## src/hdl/atads_pkg.sv

```systemverilog
package atads_pkg;
   // Ultra DMA direction as seen by the host
   typedef enum logic [1:0] {
      ATADS_IDLE,
      ATADS_UDMA_IN,
      ATADS_UDMA_OUT
   } atads_mode_e;
   localparam logic RESET_STROBE = 1'b0;
   localparam logic RESET_IRQ = 1'b0;
   localparam int SYNC_STAGES = 2;
   localparam logic [15:0] RESET_WORD = 16'h0000;
endpackage : atads_pkg

```

## src/hdl/atads_sync.sv

```systemverilog
`timescale 1ns/1ns
`default_nettype none
module atads_sync #(
   parameter int WIDTH = 1
) (
   input wire logic mclk,
   input wire logic rst_b,
   input wire logic [WIDTH-1:0] asyncIn,
   output logic [WIDTH-1:0] syncOut
);
   typedef struct packed {
      logic [WIDTH-1:0] stage1;
      logic [WIDTH-1:0] stage2;
   } atads_sync_s;
   atads_sync_s state_reg;
   atads_sync_s state_next;
   always_comb begin
      state_next.stage1 = asyncIn;
      state_next.stage2 = state_reg.stage1;
   end
   always_ff @(posedge mclk or negedge rst_b) begin
      if (!rst_b) begin
         state_reg <= '0;
      end else begin
         state_reg <= state_next;
      end
   end
   assign syncOut = state_reg.stage2;
endmodule : atads_sync
`default_nettype wire

```

## src/hdl/atads_strobe.sv

```systemverilog
`timescale 1ns/1ns
`default_nettype none
// Overview of operation
// - Outside Ultra DMA a write-strobe edge from the host captures the data bus.
// - During Ultra DMA the write-strobe line means stop and ends the current burst.
// - In PIO mode the ready line stays asserted and never stretches a cycle.
// - In a data-out burst the device asserts its ready on the ready line when it can take data.
// - The device may drop its ready to pause a data-out burst until asserted again.
// - In a data-in burst the device toggles the strobe, one word per rising or falling edge.
// - The device pauses a data-in burst by holding the strobe at its level.
// - The word-transfer output is driven low during every 16-bit transfer cycle.
// - The interrupt output is high when an interrupt is pending, low otherwise.
// - While the host reset input is low the block stays in its reset state.
// - The pass-diagnostic pin is two-way in the master/slave handshake.
// - The drive-active/slave-present pin is two-way in the master/slave handshake.
// - In a data-out burst both edges of the host strobe on the read line latch a word.
// - A grounded cable-select makes the device master, open makes it slave, caught once after reset.
module atads_strobe (
   input wire logic mclk,
   input wire logic rst_b,
   input wire logic hostReset_b,
   input wire logic ioWrite_b,
   input wire logic ioRead_b,
   input wire logic [15:0] dataIn,
   input wire logic cableSel,
   input wire logic udmaIn,
   input wire logic udmaOut,
   input wire logic wordCycle,
   input wire logic irqPending,
   input wire logic outReady,
   input wire logic [15:0] sendWord,
   input wire logic sendValid,
   output logic sendTaken,
   input wire logic diagDrive,
   input wire logic activeDrive,
   input wire logic diagIn,
   input wire logic activeIn,
   output logic [15:0] dataOut,
   output logic dataOutEn_b,
   output logic ioReady,
   output logic ioCs16_b,
   output logic intRq,
   output logic diagOut,
   output logic diagEn_b,
   output logic activeOut,
   output logic activeEn_b,
   output logic diagSeen,
   output logic activeSeen,
   output logic isMaster,
   output logic [15:0] capWord,
   output logic capValid,
   output logic burstStop,
   output logic [15:0] inWord,
   output logic inValid
);
   typedef struct packed {
      logic [1:0] settle;
      logic strapDone;
      logic master;
      logic wrLast;
      logic rdLast;
      logic stopLast;
      logic dStrobe;
      logic [15:0] word;
      logic [15:0] cap;
      logic capV;
      logic stop;
      logic [15:0] inW;
      logic inV;
      logic irq;
      logic cs16;
   } atads_strobe_s;
   atads_strobe_s state_reg;
   atads_strobe_s state_next;
   logic [5:0] pinSync;
   logic wrS;
   logic rdS;
   logic csS;
   logic hrS;
   logic dgS;
   logic acS;
   logic rstInt;
   logic synced;
   atads_pkg::atads_mode_e mode;
   localparam logic [1:0] SETTLE_DONE = 2'(atads_pkg::SYNC_STAGES + 1);
   atads_sync #(.WIDTH(6)) uSync (
      .mclk(mclk),
      .rst_b(rst_b),
      .asyncIn({ioWrite_b, ioRead_b, cableSel, hostReset_b, diagIn, activeIn}),
      .syncOut(pinSync)
   );
   assign {wrS, rdS, csS, hrS, dgS, acS} = pinSync;
   // Host reset is held as a synchronous clear so pin glitches stay timed
   // Also held until the synchroniser shows real pin levels, else its reset value looks like an edge
   assign synced = (state_reg.settle == SETTLE_DONE);
   assign rstInt = !hrS || !synced;
   assign mode = udmaIn ? atads_pkg::ATADS_UDMA_IN :
                 (udmaOut ? atads_pkg::ATADS_UDMA_OUT : atads_pkg::ATADS_IDLE);
   // Data-in words advance on each toggle, only while host ready is low
   assign sendTaken = (mode == atads_pkg::ATADS_UDMA_IN) && sendValid && !rdS && !rstInt;
   always_comb begin
      state_next = state_reg;
      state_next.wrLast = wrS;
      state_next.rdLast = rdS;
      state_next.stopLast = wrS;
      state_next.capV = 1'b0;
      state_next.stop = 1'b0;
      state_next.inV = 1'b0;
      if (mode == atads_pkg::ATADS_IDLE) begin
         if (!state_reg.wrLast && wrS) begin
            state_next.cap = dataIn;
            state_next.capV = 1'b1;
         end
      end else if (!state_reg.stopLast && wrS) begin
         state_next.stop = 1'b1;
      end
      if (mode == atads_pkg::ATADS_UDMA_OUT && state_reg.rdLast != rdS) begin
         state_next.inW = dataIn;
         state_next.inV = 1'b1;
      end
      if (sendTaken) begin
         state_next.dStrobe = !state_reg.dStrobe;
         state_next.word = sendWord;
      end
      // No toggle leaves the strobe at its level for a pause
      if (mode != atads_pkg::ATADS_UDMA_IN) begin
         state_next.dStrobe = atads_pkg::RESET_STROBE;
      end
      state_next.irq = irqPending;
      state_next.cs16 = wordCycle;
      if (rstInt) begin
         state_next = '0;
         state_next.strapDone = state_reg.strapDone;
         state_next.master = state_reg.master;
         state_next.wrLast = wrS;
         state_next.rdLast = rdS;
         state_next.stopLast = wrS;
      end
      if (!synced) begin
         state_next.settle = state_reg.settle + 2'h1;
      end else begin
         state_next.settle = state_reg.settle;
      end
      // Strap caught once, only when the synchroniser holds the real pin level
      if (synced && !state_reg.strapDone) begin
         state_next.strapDone = 1'b1;
         state_next.master = !csS;
      end
   end
   always_ff @(posedge mclk or negedge rst_b) begin
      if (!rst_b) begin
         state_reg <= '0;
      end else begin
         state_reg <= state_next;
      end
   end
   always_comb begin
      case (mode)
         atads_pkg::ATADS_UDMA_IN: ioReady = state_reg.dStrobe;
         atads_pkg::ATADS_UDMA_OUT: ioReady = !outReady;
         default: ioReady = 1'b1;
      endcase
   end
   assign dataOut = state_reg.word;
   assign dataOutEn_b = !(mode == atads_pkg::ATADS_UDMA_IN);
   assign ioCs16_b = !state_reg.cs16;
   assign intRq = state_reg.irq;
   assign diagOut = 1'b0;
   assign diagEn_b = !diagDrive;
   assign activeOut = 1'b0;
   assign activeEn_b = !activeDrive;
   assign diagSeen = synced && !dgS;
   assign activeSeen = synced && !acS;
   assign isMaster = state_reg.master;
   assign capWord = state_reg.cap;
   assign capValid = state_reg.capV;
   assign burstStop = state_reg.stop;
   assign inWord = state_reg.inW;
   assign inValid = state_reg.inV;
endmodule : atads_strobe
`default_nettype wire

```

## config.mk

```make
export PLATFORM = sky130hd
export DESIGN_NAME = atads_strobe
export DESIGN_NICKNAME = d
export VERILOG_FILES = /design/src/hdl/atads_pkg.sv /design/src/hdl/atads_sync.sv /design/src/hdl/atads_strobe.sv
export SDC_FILE = /design/constraint.sdc
export NUM_CORES = 1
export LEC_CHECK = 0
export BUFFER_PORTS_ARGS = -buffer_cell sky130_fd_sc_hd__buf_2
export CAP_MARGIN = 20
export CORE_AREA = 2 2 105 107
export DETAILED_ROUTE_END_ITERATION = 8
export DIE_AREA = 0 0 107 109
export PLACE_DENSITY = 0.5
export SYNTH_ARGS = -nofsm -noshare
export SYNTH_HDL_FRONTEND = slang
export SYNTH_HIERARCHICAL = 1
export SYNTH_SLANG_ARGS = --single-unit
```

## constraint.sdc

```tcl
create_clock -name mclk -period 2.8 [get_ports mclk]
set_input_delay 0.14 -clock mclk [delete_from_list [all_inputs] [get_ports mclk]]
set_output_delay 0.14 -clock mclk [all_outputs]
set_load 0.01 [all_outputs]
```

==> results of run 1 <==
==> path summary, 6_finish.rpt <==
check / startpoint / end / slack [ns] / cells after the start
setup / recovery: state_reg[59] / sendTaken / 0.70 / 5
hold / removal: sendWord[15] / dataOut[15] / 0.03 / 3
setup reg to reg: state_reg[59] / capWord[6] / 1.04 / 4
hold reg to reg: uSync/state_next[1] / uSync/syncOut[1] / 0.35 / 0
max in group asynchronous: rst_b / uSync/syncOut[4] / 1.75 / 2
min in group asynchronous: rst_b / dataOut[7] / 0.48 / 2
==> worst reg2reg max path, stage by stage, from the launching register on <==
cell	delay (ns)
dfrtp_1	0.37
ha_1	0.34
nand4b_2	0.19
nor3_4	0.55
a22o_1	0.26
==> power breakdown <==
group          switching [mW]  total, mW  internal [mW]
clock network           0.402      0.817          0.415
registers              0.0179       1.09           1.07
logic                   0.123      0.200         0.0774
total                   0.542       2.11           1.57
==> stage by stage <==
step | setup slack (ns) | power [mW] | util (%) | instance area [µm²] | hold WS (ns)
2_1_floorplan | 1.395 | 1.232 | - | 3104 | -0.1556
3_3_place_gp | 1.045 | 1.307 | 31.84 | 3376 | 0.2510
3_5_place_dp | 0.9960 | 1.311 | 31.84 | 3376 | 0.2493
4_1_cts | 0.6495 | 2.157 | 34.35 | 3642 | 0.01299
5_1_grt | 0.5000 | 2.224 | 34.35 | 3642 | 0.01777
6_report | 0.6965 | 2.108 | 34.35 | 3642 | 0.03070
==> routing by layer <==
metal | wire length, µm | GRT usage (%) | vias up
met4 | 93 | 4.174 | 0
met3 | 488 | 4.244 | 11
met5 | 0 | 0 | -
met1 | 3197 | 16.00 | 1015
met2 | 3051 | 18.97 | 92
li1 | - | - | 1030
==> logic make-up (layout without fill, tap and decap cells) <==
group	Yosys count	after routing	synth area share, %
other cells	1	2	0.1209
flops	72	72	58.11
simple gates	65	65	10.17
compound gates	68	68	13.36
mux	1	1	0.3632
xor+xnor	4	4	1.615
buf+inv	71	140	15.86
fa+ha+maj	1	1	0.4035
==> area by class of cell <==
type                       count  share of cell area, %
clock inverter                 6                  1.889
clock buffer                  10                  3.504
sequential                    72                  49.47
tap                          140                  4.809
timing repair buffer         118                  17.45
multi-input combinational    141                  22.26
inverter                       6                 0.6183
==> layout by cell type, fill, tap and decap left out, types with 2 or more instances in the layout <==
cell | netlist | final
dlygate4sd3_1 | 0 | 7
nand3_1 | 16 | 16
o21ai_0 | 16 | 16
a22o_1 | 16 | 16
clkbuf_8 | 0 | 9
a21oi_1 | 32 | 32
and3_1 | 2 | 2
nand2_1 | 32 | 32
dfrtp_1 | 72 | 72
buf_2 | 3 | 107
conb_1 | 1 | 2
buf_4 | 55 | 4
nor2_1 | 5 | 5
nor3_1 | 2 | 2
xnor2_1 | 2 | 2
inv_1 | 6 | 6
clkinvlp_4 | 0 | 4
==> key figures, run 1 <==
Outcome
  – Status: complete, no violations

CTS
  – CTS clk-pin slew, worst paths: approximately 0.080 ns
  – Post-CTS sizing: 0
  – Worst skew pair latency: ~0.34 ns
  – CTS Buf Count: 9
  – Clk sink count: between 70 and 80
  – CTS tree: done
  – Setup bufs post-CTS: 0
  – CTS Buffer Depth: 2
  – Hold bufs inserted after CTS: 7
  – CTS H-Tree Depth: 3
  – CTS root buffer: clkbuf_8

Timing
  – Fmax: roughly 480 MHz
  – Setup Skew: between 0.007 and 0.008 ns
  – Final Max Tran Viols: 0
  – Fin crit period: 2.104 ns
  – Part of the cycle the worst path needs: 75.13%
  – Setup tns final: 0 ns
  – Unrepaired setup endpoints after global routing: false
  – Slew HR: ~40%
  – Final setup fails: 0
  – Hold Vio Cnt, Final: 0
  – Worst Tran Pin Value: between 0.9 and 1 ns

Final layout
  – Area Overhead vs Synth: 17.47%
  – Layout fillers: 1084
  – Fraction of layout cells with a size suffix above 1: 38.24%
  – Finished Layout Cells: between 400 and 500
  – FF/Latch Area: 1802 µm²
  – Area of the multi-input gates: 810.8 µm²
  – Nets: 397
  – Ant diodes: 0

Routing
  – Post-route ant nets: 0
  – Drt wl/cell: about 14 µm
  – Via density: ~4.4
  – DRT Wirelength: roughly 7000 µm
  – First drt pass iteration count: 4
  – 1st-iter DRT viols: approximately 140
  – Via count: around 2100
  – Number of remaining DRC errors: 0

Global routing
  – First-pass GRT wire length: between 10000 and 15000 µm
  – Vias in the first global route: between 2000 and 2500
  – GRT Overall Usage: between 10% and 20%
  – Largest net degree at the start of global routing: 73
  – Initial antenna violation count: 0
  – Global route overflow: 0

Yosys
  – Largest cells by area after synthesis: dfrtp_1, buf_4, a21oi_1
  – Seq/Total Area, Yosys: between 50 and 60%
  – Asr flop ratio synth: 100.0%
  – Cell Area, Synth: about 3100 µm²
  – Top-count cell post-synth: dfrtp_1
  – Yosys top cell by area: dfrtp_1
  – Synth Instances: between 200 and 300
  – Synth top area share: 58.11%
  – Commonest cells in the netlist: dfrtp_1, buf_4, a21oi_1, nand2_1
  – Yosys warns: 6
  – Synth Area per Inst: ~11 µm²
  – Top_reg_cell synth: dfrtp_1
  – Number of synthesized register bits: 72
  – Number of synthesized flops with an enable pin: 0
  – Yosys cell types: 32

Flow run
  – Max-Cap Viols: 0

Die
  – Chip Height: between 100 and 150 µm
  – Die width: approximately 110 µm
  – Die Area: about 12000 µm²
  – Initial core utilization: roughly 30%
  – Core area: about 11000 µm²
  – I/O pin count: ~110
  – Row cnt: 38

Critical path
  – Max incr delay on CP: approximately 0.4 ns
  – Crit path max-delay cell type: dfrtp_1
  – Critical path buffer and inverter count: 2
  – Top delay family on crit path: simple AND/OR/NAND/NOR gates
  – Crit path cell chain: ha_1 -> nand2_2 -> buf_4 -> nor2_1 -> buf_2
  – Startpoint Class: flop
  – Crit path kind: flop to primary output
  – Crit end category: primary output
  – CP required: ~2.7 ns
  – Worst Path Max Fanout: 20
  – Arr. time, crit path: slightly below 2 ns

Placement
  – Final HPWL DP: 4721 µm
  – # port buffers: 108
  – Placer Congestion: 0.6616
  – Cell total after placement: 470

Pwr
  – PD cells: 578.6 nW/µm²
  – Pleak: roughly 1.8 nW
  – Maximum vdd drop: 0.0003476 V

Min path
  – Hold Crit Class: input pin to flop
No activity file was read; power rests on OpenSTA's default activity.
==> inputs of run 2 (changes only) <==
--- a/config.mk
+++ b/config.mk
@@ -5,12 +5,13 @@
 export SDC_FILE = /design/constraint.sdc
 export NUM_CORES = 1
 export LEC_CHECK = 0
+export ABC_AREA = 1
 export BUFFER_PORTS_ARGS = -buffer_cell sky130_fd_sc_hd__buf_2
 export CAP_MARGIN = 20
-export CORE_AREA = 2 2 105 107
+export CORE_AREA = 2 2 106 108
 export DETAILED_ROUTE_END_ITERATION = 8
-export DIE_AREA = 0 0 107 109
-export PLACE_DENSITY = 0.5
+export DIE_AREA = 0 0 108 110
+export PLACE_DENSITY = 0.52
 export SYNTH_ARGS = -nofsm -noshare
 export SYNTH_HDL_FRONTEND = slang
 export SYNTH_HIERARCHICAL = 1
==> constraint.sdc (replaced) <==
create_clock -name mclk -period 1.8 [get_ports mclk]
set_input_delay 0.09 -clock mclk [delete_from_list [all_inputs] [get_ports mclk]]
set_output_delay 0.09 -clock mclk [all_outputs]
set_load 0.01 [all_outputs]
==> key figures, run 2 <==
Timing
  – Setup tns final: 0 ns (unchanged)
  – Final setup fails: 0 (unchanged)
  – Fmax: between 600 and 700 MHz
  – Setup Skew: 0.01053 ns (was 0.007970 ns)
  – Fin crit period: roughly 1.6 ns
  – Final Max Tran Viols: 0 (unchanged)
  – Slew HR: 52.04% (was 39.75%)
  – Unrepaired setup endpoints after global routing: false (unchanged)
  – Part of the cycle the worst path needs: a little under nine tenths
  – Worst Tran Pin Value: 0.7186 ns (was 0.9038 ns)
  – Hold Vio Cnt, Final: 0 (unchanged)
  – Hold_ws: 0.08707 ns (was 0.03070 ns)

Yosys
  – Number of synthesized flops with an enable pin: 0 (unchanged)
  – Yosys warns: 6 (unchanged)
  – Top-count cell post-synth: nand2_1 (was dfrtp_1)
  – Yosys cell types: 26 (was 32)
  – Seq/Total Area, Yosys: 57.01% (was 58.11%)
  – Largest cells by area after synthesis: dfrtp_1, buf_4, nand2_1 (was dfrtp_1, buf_4, a21oi_1)
  – Synth Instances: 329 (was 283)
  – Cell Area, Synth: 3161 µm² (was 3100 µm²)
  – Number of synthesized register bits: 72 (unchanged)
  – Yosys top cell by area: dfrtp_1 (unchanged)
  – Synth Area per Inst: 9.606 µm² (was 10.96 µm²)
  – Top_reg_cell synth: dfrtp_1 (unchanged)
  – Commonest cells in the netlist: nand2_1, dfrtp_1, buf_4 (was dfrtp_1, buf_4, a21oi_1, nand2_1)
  – Synth top area share: 57.01% (was 58.11%)
  – Asr flop ratio synth: 100.0% (unchanged)

Critical path
  – R2r setup slk: 0.29 ns (was 1.04 ns)
  – Crit end category: primary output (unchanged)
  – Startpoint Class: flop (unchanged)
  – CP required: 1.71 ns (was 2.66 ns)
  – Worst setup path endpoint: sendTaken (unchanged)
  – Reg2Reg Depth: 6 (was 4)
  – Worst Path Max Fanout: 8 (was 20)
  – Crit path kind: flop to primary output (unchanged)
  – Worst R2R Start: state_reg[59] (unchanged)
  – Reg2reg end: inWord[9] (was capWord[6])
  – Crit path from: state_reg[59] (unchanged)
  – Arr. time, crit path: 1.46 ns (was 1.96 ns)

Final layout
  – Nets: 481 (was 397)
  – Layout fillers: 1110 (was 1084)
  – Most frequent cells in the layout: buf_2, nand2_1, dfrtp_1 (was buf_2, dfrtp_1, nand2_1, a21oi_1)
  – Area of the multi-input gates: 845.8 µm² (was 810.8 µm²)
  – Fraction of layout cells with a size suffix above 1: 31.65% (was 38.24%)
  – Most common cell after layout, fill and taps aside: buf_2 (unchanged)
  – Ant diodes: 0 (unchanged)
  – Area Overhead vs Synth: 28.19% (was 17.47%)
  – FF/Latch Area: 1802 µm² (unchanged)
  – Fin util: 37.87% (was 34.35%)
  – Post-Layout Inst Area: 4051 µm² (was 3642 µm²)

CTS
  – CTS H-Tree Depth: 3 (unchanged)
  – Clk sink count: 72 (unchanged)
  – CTS Buffer Depth: 2 (unchanged)
  – CTS Buf Count: 9 (unchanged)
  – CTS clk-pin slew, worst paths: 0.07 ns (was 0.08 ns)
  – CTS root buffer: clkbuf_8 (unchanged)
  – Worst skew pair latency: 0.34 ns (about the same)
  – CTS tree: done (unchanged)

Routing
  – Number of remaining DRC errors: 0 (unchanged)
  – Post-route ant nets: 0 (unchanged)
  – Drt wl/cell: 12.36 µm (was 13.85 µm)
  – 1st-iter DRT viols: 118 (was 135)
  – First drt pass iteration count: 4 (unchanged)
  – Via density: 4.217 (was 4.357)
  – DRT Wirelength: 7118 µm (was 6830 µm)
  – Via count: 2429 (was 2148)

Placement
  – Final HPWL DP: 4866 µm (was 4721 µm)
  – Placed Area: 3461 µm² (was 3376 µm²)
  – Placer Congestion: 0.6962 (was 0.6616)
  – # port buffers: 108 (unchanged)

Flow run
  – Max-Cap Viols: 0 (unchanged)

Die
  – Die Area: 11880 µm² (was 11660 µm²)
  – Row cnt: 38 (unchanged)
  – Die width: 108 µm (was 107 µm)
  – Core area: 10700 µm² (was 10600 µm²)
  – I/O pin count: 111 (unchanged)
  – Initial core utilization: 29.54% (was 29.24%)
  – Chip Height: 110 µm (was 109 µm)

Pwr
  – Pleak: 2.297 nW (was 1.837 nW)
  – Maximum vdd drop: 0.0003528 V (was 0.0003476 V)
  – PD cells: 788.2 nW/µm² (was 578.6 nW/µm²)
  – Power, Total: 3.193 mW (was 2.108 mW)

Global routing
  – Vias in the first global route: 2403 (was 2133)
  – Global route overflow: 0 (unchanged)
  – Largest net degree at the start of global routing: 44 (was 73)
  – First-pass GRT wire length: 11760 µm (was 10870 µm)
  – Initial antenna violation count: 0 (unchanged)
  – GRT Overall Usage: 12.92% (was 12.23%)

Outcome
  – Status: complete, no violations (unchanged)

Min path
  – Hold Crit Class: input pin to flop (unchanged)
[run 2: cell types whose count changed after synthesis, sizes merged, moves of 16 or more]
cell,change
o21ai,-16
nand4,+17
a22o,-16
a21oi,-30
nand2,+75
nand3,+18
[run 2: what timing repair did]
item / 4_1_cts / 5_1_grt
endpoints found under the hold margin: 94 / 0
gates resized for setup: 0 / 0
setup buffers: 1 / 0
setup endpoints to repair: 1 / 0
hold buffers: 41 / 0
[run 2: worst min-delay path by stage]
stage            from            end  slack (ns)  cells past startpoint
3_5_place_dp    rst_b     capWord[5]        0.13                      1
3_3_place_gp    rst_b     capWord[5]        0.13                      1
6_report       udmaIn  state_reg[53]        0.09                      3
2_1_floorplan   rst_b      burstStop       -0.21                      0
5_1_grt        udmaIn  state_reg[53]        0.07                      3
4_1_cts        udmaIn  state_reg[53]        0.06                      3
[run 2: critical path, stage by stage, from the launching register on]
cell	delay [ns]
dfrtp_1	0.37
ha_1	0.32
nand2_4	0.16
nor2_4	0.13
buf_2	0.14
[run 2: routing by layer]
metal  vias up  global-route usage [%]  wire [µm]  share of wire (%)
li1       1199                       -          -                  -
met1      1140                   16.55       3238                 45
met2        82                   20.26       3331                 47
met3         8                   4.644        455                6.4
met4         0                   4.579         92                1.3
met5         -                       0          0                  0
[run 2: report_power, final]
group          switching [mW]  internal [mW]
registers              0.0263           1.67
logic                   0.195          0.163
clock network           0.574          0.564
total                   0.795           2.40
[run 2: logic make-up after synthesis]
kind of cell	synth area share, %
compound gates	1.029
buf+inv	16.35
flops	57.01
xor+xnor	0.2772
fa+ha+maj	0.3958
other cells	0.1187
simple gates	24.82
[run 2: through the flow]
| stage | setup slack (ns) | std cells |
|---|---|---|
| 4_1_cts | 0.1853 | 576 |
| 6_report | 0.2467 | 576 |
| 3_3_place_gp | 0.3126 | 519 |
| 3_5_place_dp | 0.2287 | 519 |
| 2_1_floorplan | 0.3696 | 330 |
| 5_1_grt | 0.08474 | 576 |
[run 2: cell type report]
type	count	share of cell area [%]
multi-input cells	181	20.88
repair buffers	154	24.77
inverters	14	1.297
clock buffers	12	3.830
well taps	140	4.324
clock inverters	3	0.4324
flip-flops and latches	72	44.47
==> inputs of run 3 (changes only) <==
--- a/config.mk
+++ b/config.mk
@@ -5,12 +5,11 @@
 export SDC_FILE = /design/constraint.sdc
 export NUM_CORES = 1
 export LEC_CHECK = 0
-export ABC_AREA = 1
 export BUFFER_PORTS_ARGS = -buffer_cell sky130_fd_sc_hd__buf_2
 export CAP_MARGIN = 20
-export CORE_AREA = 2 2 106 108
+export CORE_AREA = 2 2 105 107
 export DETAILED_ROUTE_END_ITERATION = 8
-export DIE_AREA = 0 0 108 110
+export DIE_AREA = 0 0 107 109
 export PLACE_DENSITY = 0.52
 export SYNTH_ARGS = -nofsm -noshare
 export SYNTH_HDL_FRONTEND = slang
==> key figures, run 3 (synthesis results as in run 1) <==
Final layout
  – Fin util: 38.38% (was 37.87%)
  – Ant diodes: 0 (unchanged)
  – Fraction of layout cells with a size suffix above 1: 35.71% (was 31.65%)
  – Nets: 436 (was 481)
  – Post-Layout Inst Area: 4069 µm² (was 4051 µm²)
  – Most frequent cells in the layout: buf_2, dfrtp_1, dlygate4sd3_1 (was buf_2, nand2_1, dfrtp_1)
  – Most common cell after layout, fill and taps aside: buf_2 (unchanged)
  – Area Overhead vs Synth: 31.23% (was 28.19%)

Critical path
  – Worst Path Max Fanout: 35 (was 8)
  – Crit path cell chain: ha_1 -> nand2_2 -> buf_6 -> nor2_1 -> buf_2 (was ha_1 -> nand2_4 -> nor2_4 -> buf_2)
  – Max incr delay on CP: 0.40 ns (was 0.37 ns)
  – Critical path buffer and inverter count: 2 (was 1)
  – Crit path max-delay cell type: dfrtp_1 (unchanged)
  – Startpoint Class: flop (unchanged)
  – Crit end category: primary output (unchanged)
  – Crit path kind: flop to primary output (unchanged)
  – Arr. time, crit path: 1.59 ns (was 1.46 ns)
  – Top delay family on crit path: buffers and inverters (was flip-flops)
  – CP required: 1.71 ns (about the same)

Routing
  – Drt wl/cell: 13.61 µm (was 12.36 µm)
  – Via density: 4.314 (was 4.217)
  – First drt pass iteration count: 4 (unchanged)
  – Post-route ant nets: 0 (unchanged)
  – Number of remaining DRC errors: 0 (unchanged)
  – 1st-iter DRT viols: 157 (was 118)
  – DRT Wirelength: 7239 µm (was 7118 µm)
  – Via count: 2295 (was 2429)

Die
  – Initial core utilization: 29.24% (was 29.54%)
  – Die width: 107 µm (was 108 µm)
  – Core area: 10600 µm² (was 10700 µm²)
  – Row cnt: 38 (unchanged)
  – I/O pin count: 111 (unchanged)
  – Chip Height: 109 µm (was 110 µm)
  – Die Area: 11660 µm² (was 11880 µm²)

Timing
  – Hold_ws: 0.1260 ns (was 0.08707 ns)
  – Fmax: 595.3 MHz (was 643.8 MHz)
  – Unrepaired setup endpoints after global routing: false (unchanged)
  – Fin crit period: 1.680 ns (was 1.553 ns)
  – Final Max Tran Viols: 0 (unchanged)
  – Final setup fails: 0 (unchanged)
  – Worst Tran Pin Value: 0.6690 ns (was 0.7186 ns)
  – Setup Skew: 0.01123 ns (was 0.01053 ns)
  – Part of the cycle the worst path needs: 93.33% (was 86.29%)
  – Setup tns final: 0 ns (unchanged)
  – Hold Vio Cnt, Final: 0 (unchanged)
  – Slew HR: 55.40% (was 52.04%)

Global routing
  – Global route overflow: 0 (unchanged)
  – First-pass GRT wire length: 11760 µm (about the same)
  – Largest net degree at the start of global routing: 39 (was 44)
  – GRT Overall Usage: 13.27% (was 12.92%)
  – Vias in the first global route: 2342 (was 2403)
  – Initial antenna violation count: 0 (unchanged)

CTS
  – Setup bufs post-CTS: 0 (was 1)
  – CTS Buffer Depth: 2 (unchanged)
  – CTS clk-pin slew, worst paths: 0.07 ns (about the same)
  – CTS Buf Count: 9 (unchanged)
  – CTS tree: done (unchanged)
  – Worst skew pair latency: 0.34 ns (about the same)
  – CTS H-Tree Depth: 3 (unchanged)
  – Clk sink count: 72 (unchanged)
  – CTS root buffer: clkbuf_8 (unchanged)

Flow run
  – Max-Cap Viols: 0 (unchanged)

Outcome
  – Status: complete, no violations (unchanged)

Pwr
  – Maximum vdd drop: 0.0005388 V (was 0.0003528 V)
  – PD cells: 860.1 nW/µm² (was 788.2 nW/µm²)
  – Pleak: 2.027 nW (was 2.297 nW)
  – Power, Total: 3.500 mW (was 3.193 mW)

Placement
  – Placed Area: 3426 µm² (was 3461 µm²)
  – Final HPWL DP: 4779 µm (was 4866 µm)
  – Placer Congestion: 0.6793 (was 0.6962)
  – # port buffers: 108 (unchanged)

Min path
  – Hold Crit Class: input pin to flop (unchanged)
==> run 3: cell count changes in the layout (fill, tap and decap cells not counted), moves of 6 or more <==
cell	before	now
inv_1	12	6
nand3_1	32	16
a22o_1	0	16
a21oi_1	1	32
nand4_1	17	0
o21ai_0	1	16
nand2_1	106	32
==> run 3: worst paths after layout <==
path                                startpoint               end  slack (ns)  depth (start not counted)
hold reg to reg            uSync/state_next[0]  uSync/syncOut[0]        0.35                          0
min in group asynchronous                rst_b        inWord[10]        0.25                          2
setup reg to reg                 state_reg[59]       capWord[12]        0.27                          6
setup / recovery                 state_reg[59]         sendTaken        0.12                          5
max in group asynchronous                rst_b     state_reg[55]        1.00                          3
hold / removal                          udmaIn     state_reg[53]        0.13                          3
==> run 3: worst reg2reg max path: stages (launching register included) <==
cell,delay [ns]
dfrtp_1,0.40
ha_1,0.23
buf_4,0.17
nand4b_2,0.12
nor3_4,0.04
buf_4,0.20
a22o_1,0.25
==> run 3: power breakdown <==
group | total [mW] | switching, mW | internal (mW)
combinational | 0.385 | 0.205 | 0.180
sequential | 1.70 | 0.0285 | 1.67
clock | 1.42 | 0.629 | 0.788
==> run 3: per-layer routing <==
| layer | wire length (µm) | track usage [%] | vias up | part of all wire, % |
|---|---|---|---|---|
| met3 | 439 | 3.885 | 10 | 6.1 |
| met5 | 0 | 0 | - | 0 |
| met2 | 3497 | 21.47 | 75 | 48 |
| met1 | 3208 | 17.23 | 1100 | 44 |
| li1 | - | - | 1110 | - |
| met4 | 94 | 4.174 | 0 | 1.3 |
==> run 3: cell type report <==
type,count,area [µm²]
inverters,6,22.52
clock buffers,10,127.6
well taps,140,175.2
fillers,1077,6534
multi-input cells,141,819.5
repair buffers,157,1030
flip-flops and latches,72,1802
clock inverters,6,92.59
==> run 3: repair_timing <==
item / in CTS / in global routing
resized for setup: 0 / 2
endpoints found under the hold margin: 87 / 0
setup endpoints to repair: 0 / 2
hold buffers: 41 / 0
==> run 3: through the flow <==
stage / cells / setup WS [ns]
6_report: 532 / 0.1202
5_1_grt: 532 / 0.02221
4_1_cts: 532 / 0.008711
3_5_place_dp: 475 / 0.1132
3_3_place_gp: 475 / 0.1619
2_1_floorplan: 284 / 0.3954
